<file path="src/hw/msptqc_pkg.sv">
package msptqc_pkg;

	// ==================================================================
	// register map (word index; byte address is four times the index)
	localparam logic [11:0] IDX_GLOBAL_CTRL = 12'h370;
	localparam logic [11:0] IDX_WRED_MAP = 12'h378;
	localparam logic [11:0] IDX_PTP_EVENT = 12'h37c;
	localparam logic [11:0] IDX_PTP_GENERAL = 12'h37d;

	// ==================================================================
	// field positions
	localparam int GC_IGMP_EN_BIT = 6;
	localparam int GC_MLD_OPT_BIT = 3;
	localparam int GC_MLD_EN_BIT = 2;
	localparam int GC_SNIFF_AND_BIT = 0;
	localparam int WRED_RED_LSB = 4;
	localparam int WRED_YELLOW_LSB = 2;
	localparam int WRED_GREEN_LSB = 0;
	localparam int PTP_OVR_BIT = 7;
	localparam int PTP_PRIO_LSB = 0;

	// ==================================================================
	// reset values
	localparam logic RST_IGMP_EN = 1'h0;
	localparam logic RST_MLD_OPT = 1'h0;
	localparam logic RST_MLD_EN = 1'h0;
	localparam logic RST_SNIFF_AND = 1'h0;
	localparam logic [1:0] RST_WRED_RED = 2'h3;
	localparam logic [1:0] RST_WRED_YELLOW = 2'h2;
	localparam logic [1:0] RST_WRED_GREEN = 2'h1;
	localparam logic RST_PTP_OVR = 1'h0;
	localparam logic [3:0] RST_PTP_PRIO = 4'hf;

	// ==================================================================
	// header codes
	localparam logic [7:0] PROTO_IGMP = 8'h02;
	localparam logic [7:0] NH_HOP_BY_HOP = 8'h00;
	localparam logic [7:0] NH_ICMP = 8'h01;
	localparam logic [7:0] NH_ICMPV6 = 8'h3a;
	localparam logic [7:0] NH_ROUTING = 8'h2b;
	localparam logic [7:0] NH_FRAGMENT = 8'h2c;
	localparam logic [7:0] NH_ESP = 8'h32;
	localparam logic [7:0] NH_AUTH = 8'h33;
	localparam logic [7:0] NH_DEST_OPT = 8'h3c;

	// ==================================================================
	// carriers
	typedef struct packed {
		logic valid;
		logic is_ipv4;
		logic [7:0] ip_proto;
		logic is_ipv6;
		logic [7:0] next_hdr;
		logic [7:0] hbh_next_hdr;
		logic src_sniff;
		logic dst_sniff;
		logic ptp_event;
		logic ptp_general;
		logic [3:0] qos_prio;
	} msptqc_frame_t;

	typedef struct packed {
		logic valid;
		logic to_host;
		logic mirror;
		logic [3:0] prio;
	} msptqc_verdict_t;

	typedef struct packed {
		logic [1:0] red;
		logic [1:0] yellow;
		logic [1:0] green;
	} msptqc_wred_t;

endpackage

</file>
<file path="src/hw/msptqc_nh_match.sv">
`timescale 1ns/1ns
`default_nettype none

module msptqc_nh_match (
	// selection
	input wire logic ext_hdr_opt,
	input wire logic [7:0] hdr,
	// result
	output logic hit
);

	wire logic ext_hit;
	wire logic icmp_hit;

	assign ext_hit = (hdr == msptqc_pkg::NH_ROUTING) || (hdr == msptqc_pkg::NH_FRAGMENT) ||
		(hdr == msptqc_pkg::NH_ESP) || (hdr == msptqc_pkg::NH_AUTH) || (hdr == msptqc_pkg::NH_DEST_OPT);
	assign icmp_hit = (hdr == msptqc_pkg::NH_ICMP) || (hdr == msptqc_pkg::NH_ICMPV6);
	assign hit = ext_hdr_opt ? ext_hit : icmp_hit;

endmodule

`default_nettype wire

</file>
<file path="src/hw/msptqc_prio_sel.sv">
`timescale 1ns/1ns
`default_nettype none

module msptqc_prio_sel (
	// settings
	input wire logic override,
	input wire logic [3:0] forced_prio,
	// frame
	input wire logic [3:0] qos_prio,
	output logic [3:0] prio
);

	// forced value wins only while the override bit is set
	assign prio = override ? forced_prio : qos_prio;

endmodule

`default_nettype wire

</file>
<file path="src/hw/msptqc_top.sv">
// Notes on behaviour
// - with IGMP snooping enabled, every IGMP packet goes to the host port.
// - with MLD snooping enabled, every MLD packet goes to the host port.
// - option set: MLD is next header 43,44,50,51,60, or via hop-by-hop.
// - option clear: MLD is next header 1 or 58, or via hop-by-hop.
// - sniff select set: mirror only when source and destination both match.
// - sniff select clear (reset): mirror when source or destination matches.
// - colour map: red 5:4 reset 3, yellow 3:2 reset 2, green 1:0 reset 1.
// - event override clear: event messages keep their QoS priority.
// - event override set: event messages use bits 3:0, reset 15.
// - general override clear: general messages keep their QoS priority.
// - general override set: general messages use bits 3:0, reset 15.
`timescale 1ns/1ns
`default_nettype none

module msptqc_top (
	// clock and reset
	input wire logic mclk,
	input wire logic rst,
	// apb slave
	input wire logic psel,
	input wire logic penable,
	input wire logic pwrite,
	input wire logic [15:0] paddr,
	input wire logic [31:0] pwdata,
	input wire logic [3:0] pstrb,
	output logic [31:0] prdata,
	output logic pready,
	output logic pslverr,
	// frame classification
	input wire msptqc_pkg::msptqc_frame_t frame_in,
	output msptqc_pkg::msptqc_verdict_t verdict_out,
	// colour codes for the dropper
	output msptqc_pkg::msptqc_wred_t wred_out
);

	// ==================================================================
	// bus decode
	wire logic [13:0] word_idx;
	wire logic aligned;
	wire logic hit_gc;
	wire logic hit_wred;
	wire logic hit_pev;
	wire logic hit_pgen;
	wire logic mapped;
	wire logic access;
	wire logic commit;
	wire logic wr_lane0;
	logic pready_q;
	logic pslverr_q;
	logic [31:0] prdata_q;

	assign word_idx = paddr[15:2];
	assign aligned = (paddr[1:0] == 2'h0);
	assign hit_gc = aligned && (word_idx == {2'h0, msptqc_pkg::IDX_GLOBAL_CTRL});
	assign hit_wred = aligned && (word_idx == {2'h0, msptqc_pkg::IDX_WRED_MAP});
	assign hit_pev = aligned && (word_idx == {2'h0, msptqc_pkg::IDX_PTP_EVENT});
	assign hit_pgen = aligned && (word_idx == {2'h0, msptqc_pkg::IDX_PTP_GENERAL});
	assign mapped = hit_gc || hit_wred || hit_pev || hit_pgen;
	// one wait state: pready rises on the second access cycle
	assign access = psel && penable && !pready_q;
	assign commit = psel && penable && pready_q;
	// only lane 0 carries register bits, the upper lanes are ignored
	assign wr_lane0 = commit && pwrite && pstrb[0] && mapped;

	// ==================================================================
	// control registers
	logic igmp_en_q, igmp_en_d;
	logic mld_opt_q, mld_opt_d;
	logic mld_en_q, mld_en_d;
	logic sniff_and_q, sniff_and_d;
	msptqc_pkg::msptqc_wred_t wred_q, wred_d;
	logic pev_ovr_q, pev_ovr_d;
	logic [3:0] pev_prio_q, pev_prio_d;
	logic pgen_ovr_q, pgen_ovr_d;
	logic [3:0] pgen_prio_q, pgen_prio_d;

	// reserved positions are simply not stored
	assign igmp_en_d = (wr_lane0 && hit_gc) ? pwdata[msptqc_pkg::GC_IGMP_EN_BIT] : igmp_en_q;
	assign mld_opt_d = (wr_lane0 && hit_gc) ? pwdata[msptqc_pkg::GC_MLD_OPT_BIT] : mld_opt_q;
	assign mld_en_d = (wr_lane0 && hit_gc) ? pwdata[msptqc_pkg::GC_MLD_EN_BIT] : mld_en_q;
	assign sniff_and_d = (wr_lane0 && hit_gc) ? pwdata[msptqc_pkg::GC_SNIFF_AND_BIT] : sniff_and_q;
	assign wred_d.red = (wr_lane0 && hit_wred) ?
		pwdata[msptqc_pkg::WRED_RED_LSB +: 2] : wred_q.red;
	assign wred_d.yellow = (wr_lane0 && hit_wred) ?
		pwdata[msptqc_pkg::WRED_YELLOW_LSB +: 2] : wred_q.yellow;
	assign wred_d.green = (wr_lane0 && hit_wred) ?
		pwdata[msptqc_pkg::WRED_GREEN_LSB +: 2] : wred_q.green;
	assign pev_ovr_d = (wr_lane0 && hit_pev) ? pwdata[msptqc_pkg::PTP_OVR_BIT] : pev_ovr_q;
	assign pev_prio_d = (wr_lane0 && hit_pev) ? pwdata[msptqc_pkg::PTP_PRIO_LSB +: 4] : pev_prio_q;
	assign pgen_ovr_d = (wr_lane0 && hit_pgen) ? pwdata[msptqc_pkg::PTP_OVR_BIT] : pgen_ovr_q;
	assign pgen_prio_d = (wr_lane0 && hit_pgen) ? pwdata[msptqc_pkg::PTP_PRIO_LSB +: 4] : pgen_prio_q;

	always_ff @(posedge mclk) begin
		if (rst) begin
			igmp_en_q <= msptqc_pkg::RST_IGMP_EN;
			mld_opt_q <= msptqc_pkg::RST_MLD_OPT;
			mld_en_q <= msptqc_pkg::RST_MLD_EN;
			sniff_and_q <= msptqc_pkg::RST_SNIFF_AND;
		end else begin
			igmp_en_q <= igmp_en_d;
			mld_opt_q <= mld_opt_d;
			mld_en_q <= mld_en_d;
			sniff_and_q <= sniff_and_d;
		end
	end

	always_ff @(posedge mclk) begin
		if (rst) begin
			wred_q.red <= msptqc_pkg::RST_WRED_RED;
			wred_q.yellow <= msptqc_pkg::RST_WRED_YELLOW;
			wred_q.green <= msptqc_pkg::RST_WRED_GREEN;
		end else begin
			wred_q <= wred_d;
		end
	end

	always_ff @(posedge mclk) begin
		if (rst) begin
			pev_ovr_q <= msptqc_pkg::RST_PTP_OVR;
			pev_prio_q <= msptqc_pkg::RST_PTP_PRIO;
			pgen_ovr_q <= msptqc_pkg::RST_PTP_OVR;
			pgen_prio_q <= msptqc_pkg::RST_PTP_PRIO;
		end else begin
			pev_ovr_q <= pev_ovr_d;
			pev_prio_q <= pev_prio_d;
			pgen_ovr_q <= pgen_ovr_d;
			pgen_prio_q <= pgen_prio_d;
		end
	end

	// ==================================================================
	// read-back
	wire logic [7:0] rd_gc;
	wire logic [7:0] rd_wred;
	wire logic [7:0] rd_pev;
	wire logic [7:0] rd_pgen;
	wire logic [7:0] rd_byte;

	// reserved bits are tied low here rather than stored
	assign rd_gc = {1'h0, igmp_en_q, 2'h0, mld_opt_q, mld_en_q, 1'h0, sniff_and_q};
	assign rd_wred = {2'h0, wred_q.red, wred_q.yellow, wred_q.green};
	assign rd_pev = {pev_ovr_q, 3'h0, pev_prio_q};
	assign rd_pgen = {pgen_ovr_q, 3'h0, pgen_prio_q};
	assign rd_byte = hit_gc ? rd_gc :
		hit_wred ? rd_wred :
		hit_pev ? rd_pev :
		hit_pgen ? rd_pgen : 8'h00;

	// ==================================================================
	// apb answer
	always_ff @(posedge mclk) begin
		if (rst) begin
			pready_q <= 1'h0;
			pslverr_q <= 1'h0;
			prdata_q <= 32'h0000_0000;
		end else begin
			pready_q <= access;
			pslverr_q <= access && !mapped;
			// data is captured one cycle early so it stands with pready
			prdata_q <= (access && !pwrite) ? {24'h00_0000, rd_byte} : 32'h0000_0000;
		end
	end

	assign pready = pready_q;
	assign pslverr = pslverr_q;
	assign prdata = prdata_q;

	// ==================================================================
	// frame classification
	wire logic nh_hit;
	wire logic hbh_hit;
	wire logic is_igmp;
	wire logic is_mld;
	wire logic snoop;
	wire logic sniff_any;
	wire logic sniff_both;
	wire logic mirror;
	wire logic [3:0] pev_prio;
	wire logic [3:0] pgen_prio;
	wire logic [3:0] frame_prio;

	msptqc_nh_match u_nh_match (
		.ext_hdr_opt(mld_opt_q),
		.hdr(frame_in.next_hdr),
		.hit(nh_hit)
	);

	msptqc_nh_match u_hbh_match (
		.ext_hdr_opt(mld_opt_q),
		.hdr(frame_in.hbh_next_hdr),
		.hit(hbh_hit)
	);

	assign is_igmp = frame_in.is_ipv4 && (frame_in.ip_proto == msptqc_pkg::PROTO_IGMP);
	// a hop-by-hop header is looked through once, no deeper
	assign is_mld = frame_in.is_ipv6 &&
		(nh_hit || ((frame_in.next_hdr == msptqc_pkg::NH_HOP_BY_HOP) && hbh_hit));
	assign snoop = (igmp_en_q && is_igmp) || (mld_en_q && is_mld);

	// port matches come from the per-port ingress settings outside this block
	assign sniff_any = frame_in.src_sniff || frame_in.dst_sniff;
	assign sniff_both = frame_in.src_sniff && frame_in.dst_sniff;
	assign mirror = sniff_and_q ? sniff_both : sniff_any;

	msptqc_prio_sel u_event_prio (
		.override(pev_ovr_q),
		.forced_prio(pev_prio_q),
		.qos_prio(frame_in.qos_prio),
		.prio(pev_prio)
	);

	msptqc_prio_sel u_general_prio (
		.override(pgen_ovr_q),
		.forced_prio(pgen_prio_q),
		.qos_prio(frame_in.qos_prio),
		.prio(pgen_prio)
	);

	// event takes precedence should a classifier ever flag both
	assign frame_prio = frame_in.ptp_event ? pev_prio :
		frame_in.ptp_general ? pgen_prio : frame_in.qos_prio;

	// ==================================================================
	// registered verdict
	msptqc_pkg::msptqc_verdict_t verdict_q, verdict_d;
	msptqc_pkg::msptqc_wred_t wred_out_q;

	assign verdict_d.valid = frame_in.valid;
	assign verdict_d.to_host = frame_in.valid && snoop;
	assign verdict_d.mirror = frame_in.valid && mirror;
	assign verdict_d.prio = frame_in.valid ? frame_prio : 4'h0;

	always_ff @(posedge mclk) begin
		if (rst) begin
			verdict_q <= '0;
			wred_out_q.red <= msptqc_pkg::RST_WRED_RED;
			wred_out_q.yellow <= msptqc_pkg::RST_WRED_YELLOW;
			wred_out_q.green <= msptqc_pkg::RST_WRED_GREEN;
		end else begin
			verdict_q <= verdict_d;
			wred_out_q <= wred_q;
		end
	end

	assign verdict_out = verdict_q;
	assign wred_out = wred_out_q;

endmodule

`default_nettype wire
</file>
<file path="config.mk">
export PLATFORM = sky130hd
export DESIGN_NAME = msptqc_top
export DESIGN_NICKNAME = d
export VERILOG_FILES = /design/src/hw/msptqc_pkg.sv /design/src/hw/msptqc_nh_match.sv /design/src/hw/msptqc_prio_sel.sv /design/src/hw/msptqc_top.sv
export SDC_FILE = /design/constraint.sdc
export NUM_CORES = 1
export LEC_CHECK = 0
export BUFFER_PORTS_ARGS = -buffer_cell sky130_fd_sc_hd__buf_2
export CAP_MARGIN = 15
export CORE_MARGIN = 5
export CORE_UTILIZATION = 43
export CTS_BUF_LIST = sky130_fd_sc_hd__clkbuf_8
export CTS_CLUSTER_SIZE = 28
export DETAILED_ROUTE_END_ITERATION = 16
export GPL_TIMING_DRIVEN = 1
export PLACE_DENSITY = 0.81
export SLEW_MARGIN = 30
export SYNTH_ARGS = -nofsm -noshare
export SYNTH_HDL_FRONTEND = slang
export SYNTH_SLANG_ARGS = --single-unit
</file>
<file path="constraint.sdc">
create_clock -name mclk -period 2.5 [get_ports mclk]
set_input_delay 0.375 -clock mclk [delete_from_list [all_inputs] [get_ports mclk]]
set_output_delay 0.375 -clock mclk [all_outputs]
set_load 0.02 [all_outputs]
</file>
**Word level (Yosys, flattened, before mapping)**

Cells that the tools add are included.

- Bits in registers: 67
- Input bits: 92
- Output and inout port bits: 47

- Equal/unequal tests: 19
- Multiplexer cells: 11
- Bitwise logic cells: 2
- Reductions and logical operators: 49

Operators with widths:

| operator | number |
|---|---|
| == test 8 x 6 -> 1 bit (second input constant) | 12 |
| == test 14 x 10 -> 1 bit (second input constant) | 4 |
| two-way mux 8 bit | 4 |
| logical AND 1 bit | 24 |
| == test 8 x 1 -> 1 bit (second input constant) | 2 |
| logical OR 1 bit | 16 |
| two-way mux 4 bit | 4 |
| == test 8 x 2 -> 1 bit (second input constant) | 1 |
| zero test 8 bit | 1 |
| OR reduction 2 bit | 2 |
| OR reduction 4 bit | 1 |
| zero test 1 bit | 3 |
| two-way mux 1 bit | 3 |
| OR reduction 3 bit | 1 |
| zero test 2 bit | 1 |
| NOT 1 bit | 2 |

**Logic depth before layout (Yosys ltp)**

Gate-level depths: netlist of the first run.

- Word-level depth: 12
- Mapped depth: 7
- Gate-level depth less buffers: 5

**Cells and area by module**

From an unflattened synthesis of the first run, not the netlist that was laid out.

- Cells, all modules: 260
- Area, all modules: 2303.5 sq um

By module, submodules not included:

| module | instances | cells each | area an instance (sq um) |
|---|---|---|---|
| msptqc_top | 1 | 222 | 2020.7 |
| msptqc_nh_match | 2 | 15 | 96.3 |
| msptqc_prio_sel | 2 | 4 | 45.0 |

**Worst setup path before layout of the first run**

Ideal clock, no wire load.

- Path type: in2reg
- From: in paddr[9]
- To: reg pgen_prio_q[2]
- Library setup time: 130 ps
- Data arrival time: 1870 ps
- Required time: 2370 ps
- Path slack: 501 ps
- Cell stages on the path: 6
- Path buffers: 1
- Path through: nand4b_1 -> or4_4 -> or4_4 -> buf_6 -> mux2i_1 -> nand2_1

- Longest elaborated chain between the ends: 7
- Elaborated cells between the ends (all ways): 13
- Classes of those cells: eq/ne: 4; reduce/logical: 9

RTL lines:

| element | line | text |
|---|---|---|
| from (decl) | msptqc_top.sv:24 | `input wire logic [15:0] paddr,` |
| == test 14 x 10 -> 1 bit (on tied branches) | msptqc_top.sv:55, msptqc_top.sv:56 |  |
| logical AND 1 bit (on tied branches) | msptqc_top.sv:55, msptqc_top.sv:56 |  |
| logical OR 1 bit (3 in series) | msptqc_top.sv:59 | `assign mapped = hit_gc \|\| hit_wred \|\| hit_pev \|\| hit_pgen;` |
| logical AND 1 bit | msptqc_top.sv:64 | `assign wr_lane0 = commit && pwrite && pstrb[0] && mapped;` |
| logical AND 1 bit * | msptqc_top.sv:92 | `assign pgen_prio_d = (wr_lane0 && hit_pgen) ? pwdata[msptqc_pkg::PTP_PRIO_LSB +: 4] : pgen_prio_q;` |
| to (signal assigned) | msptqc_top.sv:123 | `pgen_prio_q <= msptqc_pkg::RST_PTP_PRIO;` |
| to (signal assigned) | msptqc_top.sv:128 | `pgen_prio_q <= pgen_prio_d;` |
| to (decl) | msptqc_top.sv:76 | `logic [3:0] pgen_prio_q, pgen_prio_d;` |

Every way passes the cells marked *; elsewhere a longest branch is shown, timed or not.
A chain may end at the register's enable or synchronous reset.

**Worst setup path in the final report of the first run**

- From: in paddr[13]
- To: reg pev_prio_q[2]

- Longest elaborated chain between the ends: 7
- Elaborated cells between the ends (all ways): 13
- Classes of those cells: eq/ne: 4; reduce/logical: 9

RTL lines:

| element | line | text |
|---|---|---|
| == test 14 x 10 -> 1 bit (on tied branches) | msptqc_top.sv:55, msptqc_top.sv:56 |  |
| logical AND 1 bit (on tied branches) | msptqc_top.sv:55, msptqc_top.sv:56 |  |
| logical OR 1 bit (3 in series) | msptqc_top.sv:59 |  |
| logical AND 1 bit | msptqc_top.sv:64 |  |
| logical AND 1 bit * | msptqc_top.sv:90 | `assign pev_prio_d = (wr_lane0 && hit_pev) ? pwdata[msptqc_pkg::PTP_PRIO_LSB +: 4] : pev_prio_q;` |
| to (signal assigned) | msptqc_top.sv:121 | `pev_prio_q <= msptqc_pkg::RST_PTP_PRIO;` |
| to (signal assigned) | msptqc_top.sv:126 | `pev_prio_q <= pev_prio_d;` |
| to (decl) | msptqc_top.sv:74 | `logic [3:0] pev_prio_q, pev_prio_d;` |

Marks and branches as above.

==> results.toml, run 1 <==
[run_status]
status = "finished clean"

[setup_path]
cp-end-kind = "register"
path_delay_family = "simple AND/OR/NAND/NOR gates"
cp_slowest_stage_delay_ps = 590
critPathBufInv = 1
critPathRequiredTime_ps = 2690
crit_end = "pev_prio_q[2]"
cp.arrival_ps = 2110
crit_path_cell_trace = "buf_2 > nor4_1 > nand4_1 > nor4_4 > mux2i_1 > nand2_1"
path_class = "input port to register"
cp.depth = 6
ff2ff_path_depth = 5
crit_start = "paddr[13]"
worst_r2r_startpoint = "pready"
r2r_slack_ps = 640
cp_max_fo = 6
rr_endpoint = "pev_prio_q[2]"
start_kind = "input port"
slowest_stage = "nor4_4"

[synthesis]
synth_cell_types = 43
yosysSeqAreaShare = 0.404
synth_edf_count = 0
ys_ff_latch = 43
yosys_warnings = 0
syn_inst = 233
syn_area_sq_um = 2130
avgSynthCellArea_sq_um = 9.15
async_flop_share = 0
ys.flop_type = "dfxtp_1"

[power_and_ir_drop]
p_int_mw = 0.999
power_frac_comb = 0.123
max-vdd-ir-drop_mv = 0.192
seqPwrFrac = 0.521
power_density_nw_per_um2 = 507
p_clk_frac = 0.356
sw_frac_of_total = 0.248
p_switching_mw = 0.330
p_leak_nw = 1.26

[timing]
fmax_mhz = 519
slew_viol_final = 0
min_period_ps = 1930
slew-limit-headroom = 0.460
setup_slack_ps = 575
rsz0062_at_grt = "no"
setup_viol = 0
finClkSkew_ps = 5.30
tns_ps = 0
hold_viol_final = 0
period_share = 0.770
worst_pin_slew_ps = 803

[die]
io_pins = 139
dieArea_sq_um = 6470
fp.dieW_um = 80.4
die_y_um = 80.4
core_sq_um = 4750
start_util = 0.448
rows = 25

[global_route]
antenna_found_initial = 0
track_usage = 0.162
grt_max_degree = 16
overflow = 0
grt_pass1_vias = 1864
grt_pass1_wl_um = 8200

[route]
remaining_drc_errors = 0
ant_nets = 0
viasPerCell = 5.01
vias = 1940
wl_um = 5350
drt_iter0_drc = 77
wire_per_inst_um = 13.8
drt-pass1-iter-count = 4

[place]
gp_congestion = 0.781
port_buffers = 87
pre_cts_slack_ps = 230
hpwl_um = 4240

[clock_network]
cts_root_buf = "clkbuf_8"
clk_path_buf_depth = 2
numCtsBuffers = 5
cts.repair.resized = 0
htreeDepth = 2
cts_tree = "yes"
post_cts_buffers = 0
cts_sinks = 43
clkLatencyLatePin_ps = 290
clkTransAtPathRegs_ps = 80
cts_hold_buf = 0

[cells_and_area]
regArea_sq_um = 861
fillCellCount = 474
multi_input_area_sq_um = 1090
layout-drive-gt1-share = 0.325
finish.utilization = 0.551
antenna_cells = 0
area_delta_synth_final_pct = 22.9
fin_nets = 411

[run]
drv_cap = 0

[min_path]
hold_path_class = "input port to register"
## worst min-delay path by stage
stage           startpoint             end  slack, ps  cells after the start
3_5_place_dp    rd_wred[4]     wred_out[4]        440                      2
3_3_place_gp    rd_wred[5]     wred_out[5]        420                      2
4_1_cts        frame_in[6]  verdict_out[4]        320                      3
6_report       frame_in[6]  verdict_out[4]        320                      3
2_1_floorplan   rd_wred[4]     wred_out[4]        400                      2
5_1_grt          pwdata[6]       igmp_en_q        320                      3
## synth_stat cells, types with 5 or more instances
library cell | count | area share
nor2_1 | 16 | 0.028
clkbuf_1 | 5 | 0.0088
buf_4 | 24 | 0.085
and2_1 | 5 | 0.015
nor4_1 | 7 | 0.021
and3_1 | 5 | 0.015
a211oi_1 | 6 | 0.021
nor3_1 | 5 | 0.012
nand2_1 | 18 | 0.032
a21oi_1 | 5 | 0.012
dfxtp_1 | 43 | 0.40
o211ai_1 | 5 | 0.018
mux2i_1 | 23 | 0.11
inv_1 | 10 | 0.018
## stage by stage
| stage | power, mW | cells | hold slack, ps | cell area (sq um) |
|---|---|---|---|---|
| floorplan | 0.821 | 256 | 400 | 2220 |
| global placement | 0.865 | 379 | 418 | 2520 |
| detailed placement | 0.869 | 379 | 441 | 2520 |
| CTS | 1.33 | 387 | 322 | 2620 |
| global route | 1.39 | 387 | 323 | 2620 |
| finish | 1.33 | 387 | 324 | 2620 |
## logic make-up after synthesis
| group | after synthesis | share of synthesized area |
|---|---|---|
| compound gates | 32 | 0.101 |
| mux | 23 | 0.108 |
| buf+inv | 42 | 0.123 |
| other cells | 1 | 0.00176 |
| simple gates | 92 | 0.262 |
| flops | 43 | 0.404 |
## cells in the final DEF, fill, tap and decap left out, types with 3 or more instances in the layout
| cell | netlist | layout |
|---|---|---|
| nand3_1 | 3 | 3 |
| o21ai_0 | 3 | 3 |
| and3_1 | 5 | 5 |
| o2111ai_1 | 3 | 3 |
| o22ai_1 | 4 | 4 |
| nor4_1 | 7 | 7 |
| or4_4 | 3 | 3 |
| clkbuf_8 | 0 | 7 |
| conb_1 | 1 | 24 |
| a211oi_1 | 6 | 6 |
| buf_2 | 0 | 87 |
| mux2i_1 | 23 | 23 |
| dfxtp_1 | 43 | 43 |
| nand2_1 | 18 | 18 |
| o211ai_1 | 5 | 5 |
| and2_1 | 5 | 5 |
| a21oi_1 | 5 | 5 |
| nand4_1 | 4 | 4 |
| nor3_1 | 5 | 5 |
| nor2b_1 | 3 | 3 |
| nand3b_1 | 3 | 3 |
| nor2_1 | 16 | 16 |
| inv_1 | 10 | 11 |
| nand2b_1 | 4 | 4 |
## worst register-to-register path, stage by stage, from the launching register on
cell and delay [ps]:
dfxtp_1 360, and4_1 190, nand4_1 290, nor4_4 590, mux2i_1 260, nand2_1 70
## per-layer routing
metal	track usage	vias up	part of all wire
met1	0.196	884	0.43
met4	0.0557	0	0.0099
met5	0	-	0
met2	0.269	91	0.47
li1	-	961	-
met3	0.0516	4	0.091
## registers in the layout, indices dropped and copies added (netlist names), 4 cells and up
name	flops
rd_wred	6
pgen_prio_q	4
prdata	8
wred_out	6
verdict_out	7
pev_prio_q	4
## power groups by stage
stage / logic, mW / clock network, mW / registers [mW]
3_3_place_gp: 0.157 / 0 / 0.708
2_1_floorplan: 0.105 / 0 / 0.716
5_1_grt: 0.179 / 0.515 / 0.693
3_5_place_dp: 0.161 / 0 / 0.708
6_report: 0.163 / 0.474 / 0.692
4_1_cts: 0.162 / 0.481 / 0.692
## final cells by class
| class | instances | area share |
|---|---|---|
| repair buffers | 88 | 0.169 |
| clock inverters | 1 | 0.00143 |
| inverters | 10 | 0.0143 |
| flip-flops and latches | 43 | 0.329 |
| clock buffers | 7 | 0.0368 |
| well taps | 67 | 0.0320 |
| multi-input cells | 171 | 0.418 |
Power figures use the tool's default switching activity.
==> run 2, diff against run 1 <==
==> constraint.sdc (replaced) <==
create_clock -name mclk -period 1.9 [get_ports mclk]
set_input_delay 0.285 -clock mclk [delete_from_list [all_inputs] [get_ports mclk]]
set_output_delay 0.285 -clock mclk [all_outputs]
set_load 0.02 [all_outputs]
==> run 2 against run 1 <==
Setup slack worse by 430 ps. Wire length up 1.6%. Hold slack worse by 94 ps. Power up 31%. Global-route usage about the same. Clock power up 28%. Final cell count up 1.8%. Sequential share of layout area down 0.65 points. Die area unchanged. Critical path type unchanged. Critical endpoint unchanged. Largest cell class unchanged. Largest power group unchanged.
==> results.toml, run 2 (synthesis gave the netlist of run 1 again) <==
[cells_and_area]
layout.cells.most_common = "buf_2"
largest_reg_flops = 8
antenna_cells = 0
layout-drive-gt1-share = 0.339
multi_input_area_sq_um = 1090
stdcell_area_sq_um = 2670
regArea_sq_um = 861
fillCellCount = 449
area_delta_synth_final_pct = 25.4
final_cell_mix = "buf_2 (87), dfxtp_1 (43), conb_1 (24), mux2i_1 (23), nand2_1 (18)"
stdcell_count = 394
fin_nets = 418

[global_route]
track_usage = 0.162
grt_pass1_vias = 1815
antenna_found_initial = 0
grt_max_degree = 15
grt_pass1_wl_um = 8200
overflow = 0

[place]
placed_cells = 386
placed_area_sq_um = 2570
gp_congestion = 0.764
port_buffers = 87
hpwl_um = 4250

[clock_network]
cts.repair.resized = 0
clk_path_buf_depth = 2
htreeDepth = 2
numCtsBuffers = 5
clkTransAtPathRegs_ps = 70
cts_tree = "yes"
cts_root_buf = "clkbuf_8"
cts_sinks = 43
clkLatencyLatePin_ps = 290
cts_hold_buf = 0
post_cts_buffers = 0

[timing]
min_period_ps = 1750
whs_ps = 230
fmax_mhz = 570
period_share = 0.923
tns_ps = 0
slew_viol_final = 0
setup_viol = 0
rsz0062_at_grt = "no"
hold_viol_final = 0
finClkSkew_ps = 1.95

[die]
dieArea_sq_um = 6470
core_sq_um = 4750
die_y_um = 80.4
rows = 25
io_pins = 139
start_util = 0.448
fp.dieW_um = 80.4

[setup_path]
cp-end-kind = "register"
ff2ff_path_depth = 7
start_kind = "input port"
path_class = "input port to register"
cp_max_fo = 6
cp.arrival_ps = 1940
critPathRequiredTime_ps = 2090

[route]
viasPerCell = 4.94
remaining_drc_errors = 0
ant_nets = 0
drt_iter0_drc = 151
drt-pass1-iter-count = 4
vias = 1945
wire_per_inst_um = 13.8
wl_um = 5430

[power_and_ir_drop]
max-vdd-ir-drop_mv = 0.335
p_leak_nw = 1.29
total_power_mw = 1.74
power_density_nw_per_um2 = 651

[run_status]
status = "finished clean"

[min_path]
holdPathStages = 3
hold_path_class = "input port to register"

[run]
drv_cap = 0
## run 2: cell types whose count changed in the layout (fill, tap and decap cells not counted), sizes merged
cell / previous run / this run
buf: 88 / 95
## run 2: where the power goes
| part | switching (mW) | total [mW] | internal [mW] |
|---|---|---|---|
| sequential | 0.00209 | 0.911 | 0.909 |
| clock | 0.283 | 0.609 | 0.326 |
| combinational | 0.138 | 0.220 | 0.0817 |
## run 2: area by class of cell
class | instances | share of cell area
clock buffer | 7 | 0.0360
clock inverter | 1 | 0.00140
inverter | 10 | 0.0140
multi-input combinational | 171 | 0.410
sequential | 43 | 0.322
tap | 67 | 0.0314
timing repair buffer | 95 | 0.185
## run 2: metrics by stage
step	utilization	setup slack, ps
2_1_floorplan	-	-9.30
3_3_place_gp	0.541	-83.0
3_5_place_dp	0.541	-153
4_1_cts	0.562	144
5_1_grt	0.562	13.6
6_report	0.562	147
## run 2: per-layer routing
metal	vias to the layer above	part of all wire	GRT usage
li1	968	-	-
met1	883	0.43	0.204
met2	89	0.47	0.266
met3	5	0.087	0.0437
met4	0	0.0094	0.0524
met5	-	0	0
## run 2: critical path: stages
cell and delay, ps:
buf_2 100, nor4_1 390, nand4_1 270, buf_4 220, nor4_4 190, buf_4 200
mux2i_1 210, nand2_1 70
## run 2: final timing paths
path	startpoint	to	slack [ps]
worst max-delay path	paddr[13]	pev_prio_q[2]	150
worst min-delay path	pwdata[6]	igmp_en_q	230
worst max register to register	pready	pev_prio_q[2]	160
worst min register to register	rd_wred[4]	wred_out[4]	460
